==> src/design/htx_pkg.sv <==
package htx_pkg;
  // Register word offsets on the APB bus (byte addresses)
  localparam logic [7:0]  OFS_TVAL_LO  = 8'h00;
  localparam logic [7:0]  OFS_TVAL_HI  = 8'h04;
  localparam logic [7:0]  OFS_TINST_LO = 8'h08;
  localparam logic [7:0]  OFS_TINST_HI = 8'h0c;
  localparam logic [7:0]  OFS_ROOT_LO  = 8'h10;
  localparam logic [7:0]  OFS_ROOT_HI  = 8'h14;

  // Root register layout, 32-bit form
  localparam int          R32_MODE_POS  = 31;
  localparam int          R32_TAG_LSB   = 22;
  localparam int          R32_TAG_MAX   = 7;
  localparam int          R32_FRAME_W   = 22;
  // Root register layout, 64-bit form
  localparam int          R64_MODE_LSB  = 60;
  localparam int          R64_TAG_LSB   = 44;
  localparam int          R64_TAG_MAX   = 14;
  localparam int          R64_FRAME_W   = 44;

  // Guest address shift into the trap value
  localparam int          GPA_SHIFT     = 2;

  // Mode encodings
  localparam logic [3:0]  MODE_NONE     = 4'h0;
  localparam logic [3:0]  MODE_P34      = 4'h1;
  localparam logic [3:0]  MODE_P41      = 4'h8;
  localparam logic [3:0]  MODE_P50      = 4'h9;
  localparam logic [3:0]  MODE_P59      = 4'ha;

  // Supported-mode masks, one bit per mode code
  localparam logic [15:0] SUP_MODES_32  = 16'h0003;
  localparam logic [15:0] SUP_MODES_64  = 16'h0701;

  // Reset values
  localparam logic [63:0] RST_WORD      = 64'h0;
  localparam logic [3:0]  RST_MODE      = 4'h0;

  // Decoded translation scheme
  typedef enum logic [2:0] {
    XL_NONE,
    XL_P34,
    XL_P41,
    XL_P50,
    XL_P59
  } htx_scheme_t;
endpackage : htx_pkg

==> src/design/htx_regs.sv <==
`timescale 1ns/1ps
module htx_regs
  import htx_pkg::*;
#(
  parameter int          HYP_XLEN  = 64,
  parameter int          TAG_W     = (HYP_XLEN == 32) ? R32_TAG_MAX : R64_TAG_MAX,
  parameter int          GPA_W     = (HYP_XLEN == 32) ? 34 : 59,
  parameter logic [15:0] SUP_MODES = (HYP_XLEN == 32) ? htx_pkg::SUP_MODES_32 : htx_pkg::SUP_MODES_64
) (
  input  wire logic                  pclk,
  input  wire logic                  presetn,
  // APB slave
  input  wire logic                  psel,
  input  wire logic                  penable,
  input  wire logic                  pwrite,
  input  wire logic [7:0]            paddr,
  input  wire logic [31:0]           pwdata,
  output logic                       pready,
  output logic [31:0]                prdata,
  output logic                       pslverr,
  // Privilege context of the register access
  input  wire logic                  access_from_hs,
  input  wire logic                  trap_translation_access,
  output logic                       illegal_instr,
  // Trap unit
  input  wire logic                  trap_taken,
  input  wire logic                  trap_is_gpf,
  input  wire logic                  trap_report_gpa,
  input  wire logic                  trap_implicit,
  input  wire logic [63:0]           trap_gpa_access,
  input  wire logic [63:0]           trap_gpa_implicit,
  input  wire logic [63:0]           trap_inst_info,
  // Translation context
  input  wire logic                  eff_priv_user,
  input  wire logic                  hyp_user_access,
  output logic                       xlat_active,
  output logic                       xlat_direct,
  output htx_pkg::htx_scheme_t       xlat_scheme,
  output logic [3:0]                 xlat_mode,
  output logic [13:0]                xlat_machine_tag,
  output logic [43:0]                xlat_root_frame_number
);
  import htx_pkg::*;

  // Derived masks
  localparam bit          IS32      = (HYP_XLEN == 32);
  localparam logic [14:0] TAG_ONE   = 15'h1;
  localparam logic [13:0] TAG_MASK  = 14'((TAG_ONE << TAG_W) - TAG_ONE);
  localparam logic [64:0] GPA_ONE   = 65'h1;
  localparam logic [63:0] TVAL_MASK = 64'((GPA_ONE << (GPA_W - GPA_SHIFT)) - GPA_ONE);
  localparam logic [63:0] XMASK     = IS32 ? 64'h0000_0000_ffff_ffff : 64'hffff_ffff_ffff_ffff;
  localparam logic [43:0] FRAME_M32 = 44'h0000_03f_fffc;
  localparam logic [43:0] FRAME_M64 = 44'hfff_ffff_fffc;

  // Stored state
  logic [63:0]       tval;            // Trap value register
  logic [63:0]       tinst;           // Trap instruction register
  logic [3:0]        root_mode;       // Root mode field
  logic [13:0]       root_tag;        // Root machine_tag field
  logic [43:0]       root_frame;      // Root root_frame_number field

  // Address decode
  wire               hit_tval_lo  = (paddr == OFS_TVAL_LO);
  wire               hit_tval_hi  = (paddr == OFS_TVAL_HI) && !IS32;
  wire               hit_tinst_lo = (paddr == OFS_TINST_LO);
  wire               hit_tinst_hi = (paddr == OFS_TINST_HI) && !IS32;
  wire               hit_root_lo  = (paddr == OFS_ROOT_LO);
  wire               hit_root_hi  = (paddr == OFS_ROOT_HI) && !IS32;
  wire               hit_tval     = hit_tval_lo | hit_tval_hi;
  wire               hit_tinst    = hit_tinst_lo | hit_tinst_hi;
  wire               hit_root     = hit_root_lo | hit_root_hi;
  wire               mapped       = hit_tval | hit_tinst | hit_root;
  wire               upper        = paddr[2];

  // Gated root access from the hypervisor level
  wire               root_refused = hit_root & access_from_hs & trap_translation_access;

  // Bus phases
  wire               setup_ph     = psel & ~penable;
  wire               acc_done     = psel & penable & pready;
  wire               wr_ok        = acc_done & pwrite & mapped & ~root_refused;

  // Root register image as software sees it
  wire [63:0]        root_img32   = {32'h0, root_mode[0], 2'b00, root_tag[6:0], root_frame[21:0]};
  wire [63:0]        root_img64   = {root_mode, 2'b00, root_tag, root_frame};
  wire [63:0]        root_img     = IS32 ? root_img32 : root_img64;

  // Selected full word and its read half
  wire [63:0]        sel_word     = hit_tval ? tval : (hit_tinst ? tinst : root_img);
  wire [31:0]        rd_word      = (!mapped || root_refused) ? 32'h0 :
                                    (upper ? sel_word[63:32] : sel_word[31:0]);

  // Written half merged into the old word
  wire [63:0]        merged       = upper ? {pwdata, sel_word[31:0]} : {sel_word[63:32], pwdata};

  // Root fields pulled from the merged image
  wire [3:0]         wr_mode      = IS32 ? {3'b000, merged[R32_MODE_POS]} : merged[63:R64_MODE_LSB];
  wire [13:0]        wr_tag       = IS32 ? {7'h00, merged[R32_TAG_LSB +: R32_TAG_MAX]}
                                         : merged[R64_TAG_LSB +: R64_TAG_MAX];
  wire [43:0]        wr_frame     = IS32 ? {22'h0, merged[R32_FRAME_W-1:0]} : merged[R64_FRAME_W-1:0];

  // Per-field legalisation; a bad mode keeps the old one
  wire               mode_ok      = SUP_MODES[wr_mode];
  wire [3:0]         next_mode    = mode_ok ? wr_mode : root_mode;
  wire [13:0]        next_tag     = wr_tag & TAG_MASK;
  wire [43:0]        next_frame   = wr_frame & (IS32 ? FRAME_M32 : FRAME_M64);

  // Trap value chosen for a guest-page fault
  wire [63:0]        gpa_sel      = trap_implicit ? trap_gpa_implicit : trap_gpa_access;
  wire [63:0]        gpa_shifted  = (gpa_sel >> GPA_SHIFT) & TVAL_MASK & XMASK;
  wire [63:0]        trap_tval    = (trap_is_gpf && trap_report_gpa) ? gpa_shifted : 64'h0;

  // Translation scheme decode for the mode a root write will store (next_mode)
  htx_scheme_t       next_scheme;
  assign next_scheme = IS32 ? ((next_mode == MODE_P34) ? XL_P34 : XL_NONE) :
                       (next_mode == MODE_P41) ? XL_P41 :
                       (next_mode == MODE_P50) ? XL_P50 :
                       (next_mode == MODE_P59) ? XL_P59 : XL_NONE;

  // Root is live unless a user-level access lacks hypervisor user access
  wire               next_active  = ~(eff_priv_user & ~hyp_user_access);

  // APB answer: one access cycle, data and error prepared at setup
  always_ff @(posedge pclk or negedge presetn)
  begin
    if (!presetn)
    begin
      pready  <= 1'b0;
      prdata  <= 32'h0;
      pslverr <= 1'b0;
    end
    else
    begin
      pready  <= setup_ph;
      prdata  <= (setup_ph && !pwrite) ? rd_word : 32'h0;
      pslverr <= setup_ph & (~mapped | root_refused);
    end
  end

  // Illegal-instruction pulse after a refused root access
  always_ff @(posedge pclk or negedge presetn)
  begin
    if (!presetn)
      illegal_instr <= 1'b0;
    else
      illegal_instr <= acc_done & root_refused;
  end

  // Trap value register: trap wins over a software write
  always_ff @(posedge pclk or negedge presetn)
  begin
    if (!presetn)
      tval <= RST_WORD;
    else if (trap_taken)
      tval <= trap_tval;
    else if (wr_ok && hit_tval)
      tval <= merged & TVAL_MASK & XMASK;
  end

  // Trap instruction register: trap wins over a software write
  always_ff @(posedge pclk or negedge presetn)
  begin
    if (!presetn)
      tinst <= RST_WORD;
    else if (trap_taken)
      tinst <= trap_inst_info & XMASK;
    else if (wr_ok && hit_tinst)
      tinst <= merged & XMASK;
  end

  // Root register fields
  always_ff @(posedge pclk or negedge presetn)
  begin
    if (!presetn)
    begin
      root_mode  <= RST_MODE;
      root_tag   <= 14'h0;
      root_frame <= 44'h0;
    end
    else if (wr_ok && hit_root)
    begin
      root_mode  <= next_mode;
      root_tag   <= next_tag;
      root_frame <= next_frame;
    end
  end

  // Translation view of the root register
  always_ff @(posedge pclk or negedge presetn)
  begin
    if (!presetn)
    begin
      xlat_scheme <= XL_NONE;
      xlat_direct <= 1'b1;
      xlat_active <= 1'b0;
    end
    else
    begin
      xlat_active <= next_active;
      if (wr_ok && hit_root)
      begin
        xlat_scheme <= next_scheme;
        xlat_direct <= (next_mode == MODE_NONE);
      end
    end
  end

  // Field outputs straight from the stored flops
  assign xlat_mode              = root_mode;
  assign xlat_machine_tag       = root_tag;
  assign xlat_root_frame_number = root_frame;
endmodule : htx_regs

==> config.mk <==
export PLATFORM = sky130hd
export DESIGN_NAME = htx_regs
export DESIGN_NICKNAME = d
export VERILOG_FILES = /design/src/design/htx_pkg.sv /design/src/design/htx_regs.sv
export SDC_FILE = /design/constraint.sdc
export NUM_CORES = 1
export LEC_CHECK = 0
export ABC_AREA = 1
export BUFFER_PORTS_ARGS = -buffer_cell sky130_fd_sc_hd__buf_2
export CAP_MARGIN = 5
export CORE_UTILIZATION = 35
export DETAILED_ROUTE_END_ITERATION = 10
export SKIP_LAST_GASP = 1
export SYNTH_ARGS = -nofsm -noshare
export SYNTH_HDL_FRONTEND = slang
export SYNTH_SLANG_ARGS = --single-unit
export TNS_END_PERCENT = 50
==> constraint.sdc <==
create_clock -name pclk -period 2.5 [get_ports pclk]
set_input_delay 0 -clock pclk [delete_from_list [all_inputs] [get_ports pclk]]
set_output_delay 0 -clock pclk [all_outputs]
set_load 0.05 [all_outputs]
# Word level (Yosys, flattened, before mapping)
# Memory sizes are Yosys's and may differ from the RTL's.
# Cells that the tools add are included.
# classes
order_cmp	1
bitwise_logic	22
reduce_logical	12
n_eq_ne	8
mux	17
# op_table
op	count
2-to-1 mux 64 bit	7
2-to-1 mux 32 bit	3
2-to-1 mux 59 bit	1
2-to-1 mux 57 bit	1
== test 8 x 4 -> 1 bit (second input constant)	2
== test 8 x 5 -> 1 bit (second input constant)	2
== test 4 bit (second input constant)	3
AND 1 bit	11
2-to-1 mux 3 bit	3
== test 8 x 3 -> 1 bit (second input constant)	1
logical NOT 8 bit	1
OR 1 bit	6
logical AND 1 bit	5
< comparator 4 x 5 -> 1 bit (second input constant)	1
inverter 1 bit	5
logical NOT 4 bit	1
2-to-1 mux 4 bit	1
nonzero test 2 bit	2
logical NOT 1 bit	2
logical OR 1 bit	1
2-to-1 mux 1 bit	1
# totals
out_inout_bits	102
ff_bits	228
romBits	16
elab_cells	73
mem_count	1
# mem_list
name	depth	word_bits	read_ports	rd_clocked_by_memory_dff	write_ports	line_no	source
(no name shown)	16	1	1	0	0	htx_regs.sv:103	wire mode_ok = SUP_MODES[wr_mode];

# Logic depth before layout (Yosys ltp)
# depth
ltp_word	12
mapped_depth	16
ltp_nobuf	16

# Worst setup path after synthesis
# Ideal clock, no wire load.
# synth_path
path_kind	reg-to-reg
start	reg pready
end	reg tinst[40]
path_slack_ns	0.705
setup_time_ns	0.124
path_stages_with_launch	8
synth_period_minus_slack_ns	1.795
required_ns	2.376
t_arrival_ns	1.671
cell_sequence	dfrtp_1 > nand3_1 > nor3_4 > nand2_4 > nor2_4 > buf_4 > buf_6 > a21oi_2
# synth_between
elab_chain_len	6
# synth_lines
element	line_no	source
from (decl)	htx_regs.sv:18	output logic pready,
from (signal assigned)	htx_regs.sv:134	pready <= setup_ph;
AND 1 bit	htx_regs.sv:80	wire acc_done = psel & penable & pready;
AND 1 bit (3 in a row)	htx_regs.sv:81	wire wr_ok = acc_done & pwrite & mapped & ~root_refused;
logical AND 1 bit	htx_regs.sv:167	else if (wr_ok && hit_tinst)
nonzero test 2 bit (no source line)	--	
to (signal assigned)	htx_regs.sv:166	tinst <= trap_inst_info & XMASK;
to (signal assigned)	htx_regs.sv:168	tinst <= merged & XMASK;
to (decl)	htx_regs.sv:57	logic [63:0] tinst;
# Every way passes these cells.
# A chain may end at the register's enable or synchronous reset.

# Worst setup path after layout
# layout_path
start	reg pready
end	reg tval[18]
# layout_between
elab_chain_len	6
# layout_lines
element	line_no	source
AND 1 bit	htx_regs.sv:80	
AND 1 bit (3 in a row)	htx_regs.sv:81	
logical AND 1 bit	htx_regs.sv:156	else if (wr_ok && hit_tval)
nonzero test 2 bit (no source line)	--	
to (signal assigned)	htx_regs.sv:155	tval <= trap_tval;
to (signal assigned)	htx_regs.sv:157	tval <= merged & TVAL_MASK & XMASK;
to (decl)	htx_regs.sv:56	logic [63:0] tval;
# Every way passes these cells.

==> flow_summary_export.csv <==
group,metric,value,unit
run_status,status,"finished, final reports clean",
floorplan,die_area,34500,um^2
timing,post-route-min-period,2.41,ns
synthesis,synth-edff-count,0,
worst_setup_path,reg2regPathDepth,8,
floorplan,placementRows,66,
timing,period_share,96.2,%
floorplan,die_width,186,um
placement,pre_cts_ws,0.453,ns
flow_run,cap_violations,0,
worst_setup_path,path_class,"reg2reg",
placement,port_buffers,330,
clock_tree,clk_path_buf_depth,3,
timing,rsz0062_at_grt,"true",
placement,gp_congestion,0.872,
clock_tree,cts_tree,"built",
global_route,grt_pass1_vias,12600,
synthesis,yosysSeqAreaShare,46.8,%
floorplan,ios,347,
clock_tree,htree_levels,1,
route,ant_nets,0,
clock_tree,cts-buffers-inserted,26,
synthesis,ys_types,42,
floorplan,die_h,186,um
route,viasPerCell,5.18,
route,wire_per_inst,18.8,um
hold_path,hp-class,"in2reg",
worst_setup_path,end_kind,"flop",
global_route,grt_max_degree,92,
global_route,track_usage,26.6,%
clock_tree,clock_latency,0.52,ns
synthesis,synthArstFlopShare,100,%
route,drtIter0Drc,1031,
floorplan,start_util,35.9,%
synthesis,synth.most_common_cell,"nand2_1",
synthesis,synth_area_leaders,"dfrtp_1, nand2_1, o21ai_0",
synthesis,synthCells,1432,
clock_tree,clk_pin_slew_worst_paths,0.06,ns
synthesis,avgSynthCellArea,8.25,um^2
timing,setup_ws,0.0942,ns
clock_tree,post_cts_buffers,0,
timing,maxClockFrequency,416,MHz
power_and_ir_drop,pwr_density_cell,508,nW/um^2
power_and_ir_drop,power.leakage,0.00836,uW
synthesis,synth_area_leader_cell,"dfrtp_1",
route,firstDrtPassIters,5,
timing,tightest_slew,0.759,ns
floorplan,coreArea,32900,um^2
timing,relSlewSlack,49.4,%
global_route,antenna_found_initial,1,
cells_and_area,final_nets,2247,
timing,fin_skew,0.00925,ns
hold_path,hold_depth,5,
timing,hold_violations,0,
synthesis,synthesis.area,11800,um^2
cells_and_area,area_growth,48.1,%
clock_tree,cts_root_buf,"clkbuf_16",
worst_setup_path,setup.worst_path.start_class,"flop",
synthesis,ys_ff_latch,221,
clock_tree,clkSinkCount,221,
synthesis,synth_top_area_share,46.6,%
route,drc,0,
placement,dp_hpwl,29100,um
global_route,grt_pass1_wl,70800,um
cells_and_area,final_layout_size_suffix_gt1_share,27.1,%
cells_and_area,finalNonFillerCells,2462,
synthesis,synth_common_cells,"nand2_1, dfrtp_1, o21ai_0",
worst_setup_path,arrival,2.85,ns
timing,setup_viol,0,
global_route,grt-ovfl-total,0,
synthesis,yosys_warnings,0,
worst_setup_path,cp_max_fo,50,
power_and_ir_drop,ir_drop,0.428,mV
synthesis,synthFlopType,"dfrtp_1",
route,routed_wl,46300,um
route,num_vias,12800,
timing,slew_violations,0,
placement,place_inst,2134,
worst_setup_path,cp.required,2.94,ns
-- per-stage QoR --
stage                     instance area (um^2)  util (%)   TNS, ns  total power (uW)  hold slack, ns
after detailed placement                 13900      42.2         0              4980          0.0832
after floorplan                          11800         -         0              4490          -0.296
final                                    17500      53.3         0              8890         0.00690
after CTS                                17500      53.2         0              8920         0.00144
after global placement                   13900      42.2         0              4950          0.0728
after global routing                     17500      53.3  -0.00197              9290          0.0185
-- layout by cell type, fill, tap and decap left out, drive strengths merged --
cell	instances
nand2	433
buf	368
dlygate4sd3	282
dfrtp	220
o21ai	207
a21oi	144
nor2	74
o22ai	58
inv	55
o221ai	55
clkbuf	41
or2	35
nand3	23
o211ai	6
clkinv	4
mux2i	2
a31oi	2
conb	2
nor3	2
diode	1
a22o	1
nand4	1
o21a	1
a22oi	1
clkinvlp	1
dfstp	1
-- worst max-delay path, stage by stage, from the launching register on --
cell	delay, ns
dfrtp_1	0.33
nand3_1	0.16
nor3_4	0.35
nand2_1	0.15
nand2_4	0.10
buf_6	0.32
o21ai_0	0.19
dlygate4sd3_1	0.61
o21ai_0	0.07
-- cell type report --
cell class	count	area (um^2)
Inverter	56	214
Fill cell	3109	15400
Antenna cell	1	2.50
Clock buffer	41	768
Sequential cell	221	5530
Multi-Input combinational cell	1047	5540
Tap cell	442	553
Timing Repair Buffer	650	4870
Clock inverter	4	22.5
-- power by group --
group | internal, uW | switching, uW
Combinational | 690 | 754
Sequential | 3760 | 103
Clock | 2090 | 1500
Total | 6540 | 2360
-- state kept, by name, summed over array words and instances, names as in the netlist --
signal                  flops
xlat_active                 1
tinst                      64
xlat_root_frame_number     42
tval                       57
pslverr                     1
pready                      1
prdata                     32
xlat_machine_tag           14
xlat_mode                   4
xlat_scheme                 3
illegal_instr               1
xlat_direct                 1
-- path summary, 6_finish.rpt --
check	to	slack, ns	start
worst max-delay path	tval[18]	0.09	pready
worst min-delay path	tval[2]	0.007	trap_gpa_implicit[4]
worst max register to register	tval[18]	0.09	pready
worst min register to register	xlat_direct	0.47	xlat_direct
max in group asynchronous	xlat_root_frame_number[3]	1.58	presetn
min in group asynchronous	xlat_root_frame_number[38]	0.07	presetn
-- layer usage --
metal	vias to the layer above	global-route usage [%]	share of wire [%]
met4	0	7.28	2.5
met3	81	3.60	6.8
met2	541	43.8	47
li1	6026	-	-
met1	6116	36.5	44
met5	-	0	0
-- cells by family (layout without fill, tap and decap cells) --
| logic type | after synthesis | in the layout | synth area share [%] |
|---|---|---|---|
| mux | 2 | 2 | 0.169 |
| buf+inv | 165 | 751 | 6.54 |
| flops | 221 | 221 | 46.8 |
| other cells | 1 | 3 | 0.0317 |
| simple gates | 568 | 568 | 19.9 |
| compound gates | 475 | 475 | 26.5 |
-- timing repair --
item,CTS,global route
endpoints found under the setup margin,0,53
hold endpoints to repair,268,0
gates resized for setup,0,3
hold buffers,282,0
No activity file was read; power rests on OpenSTA's default activity.
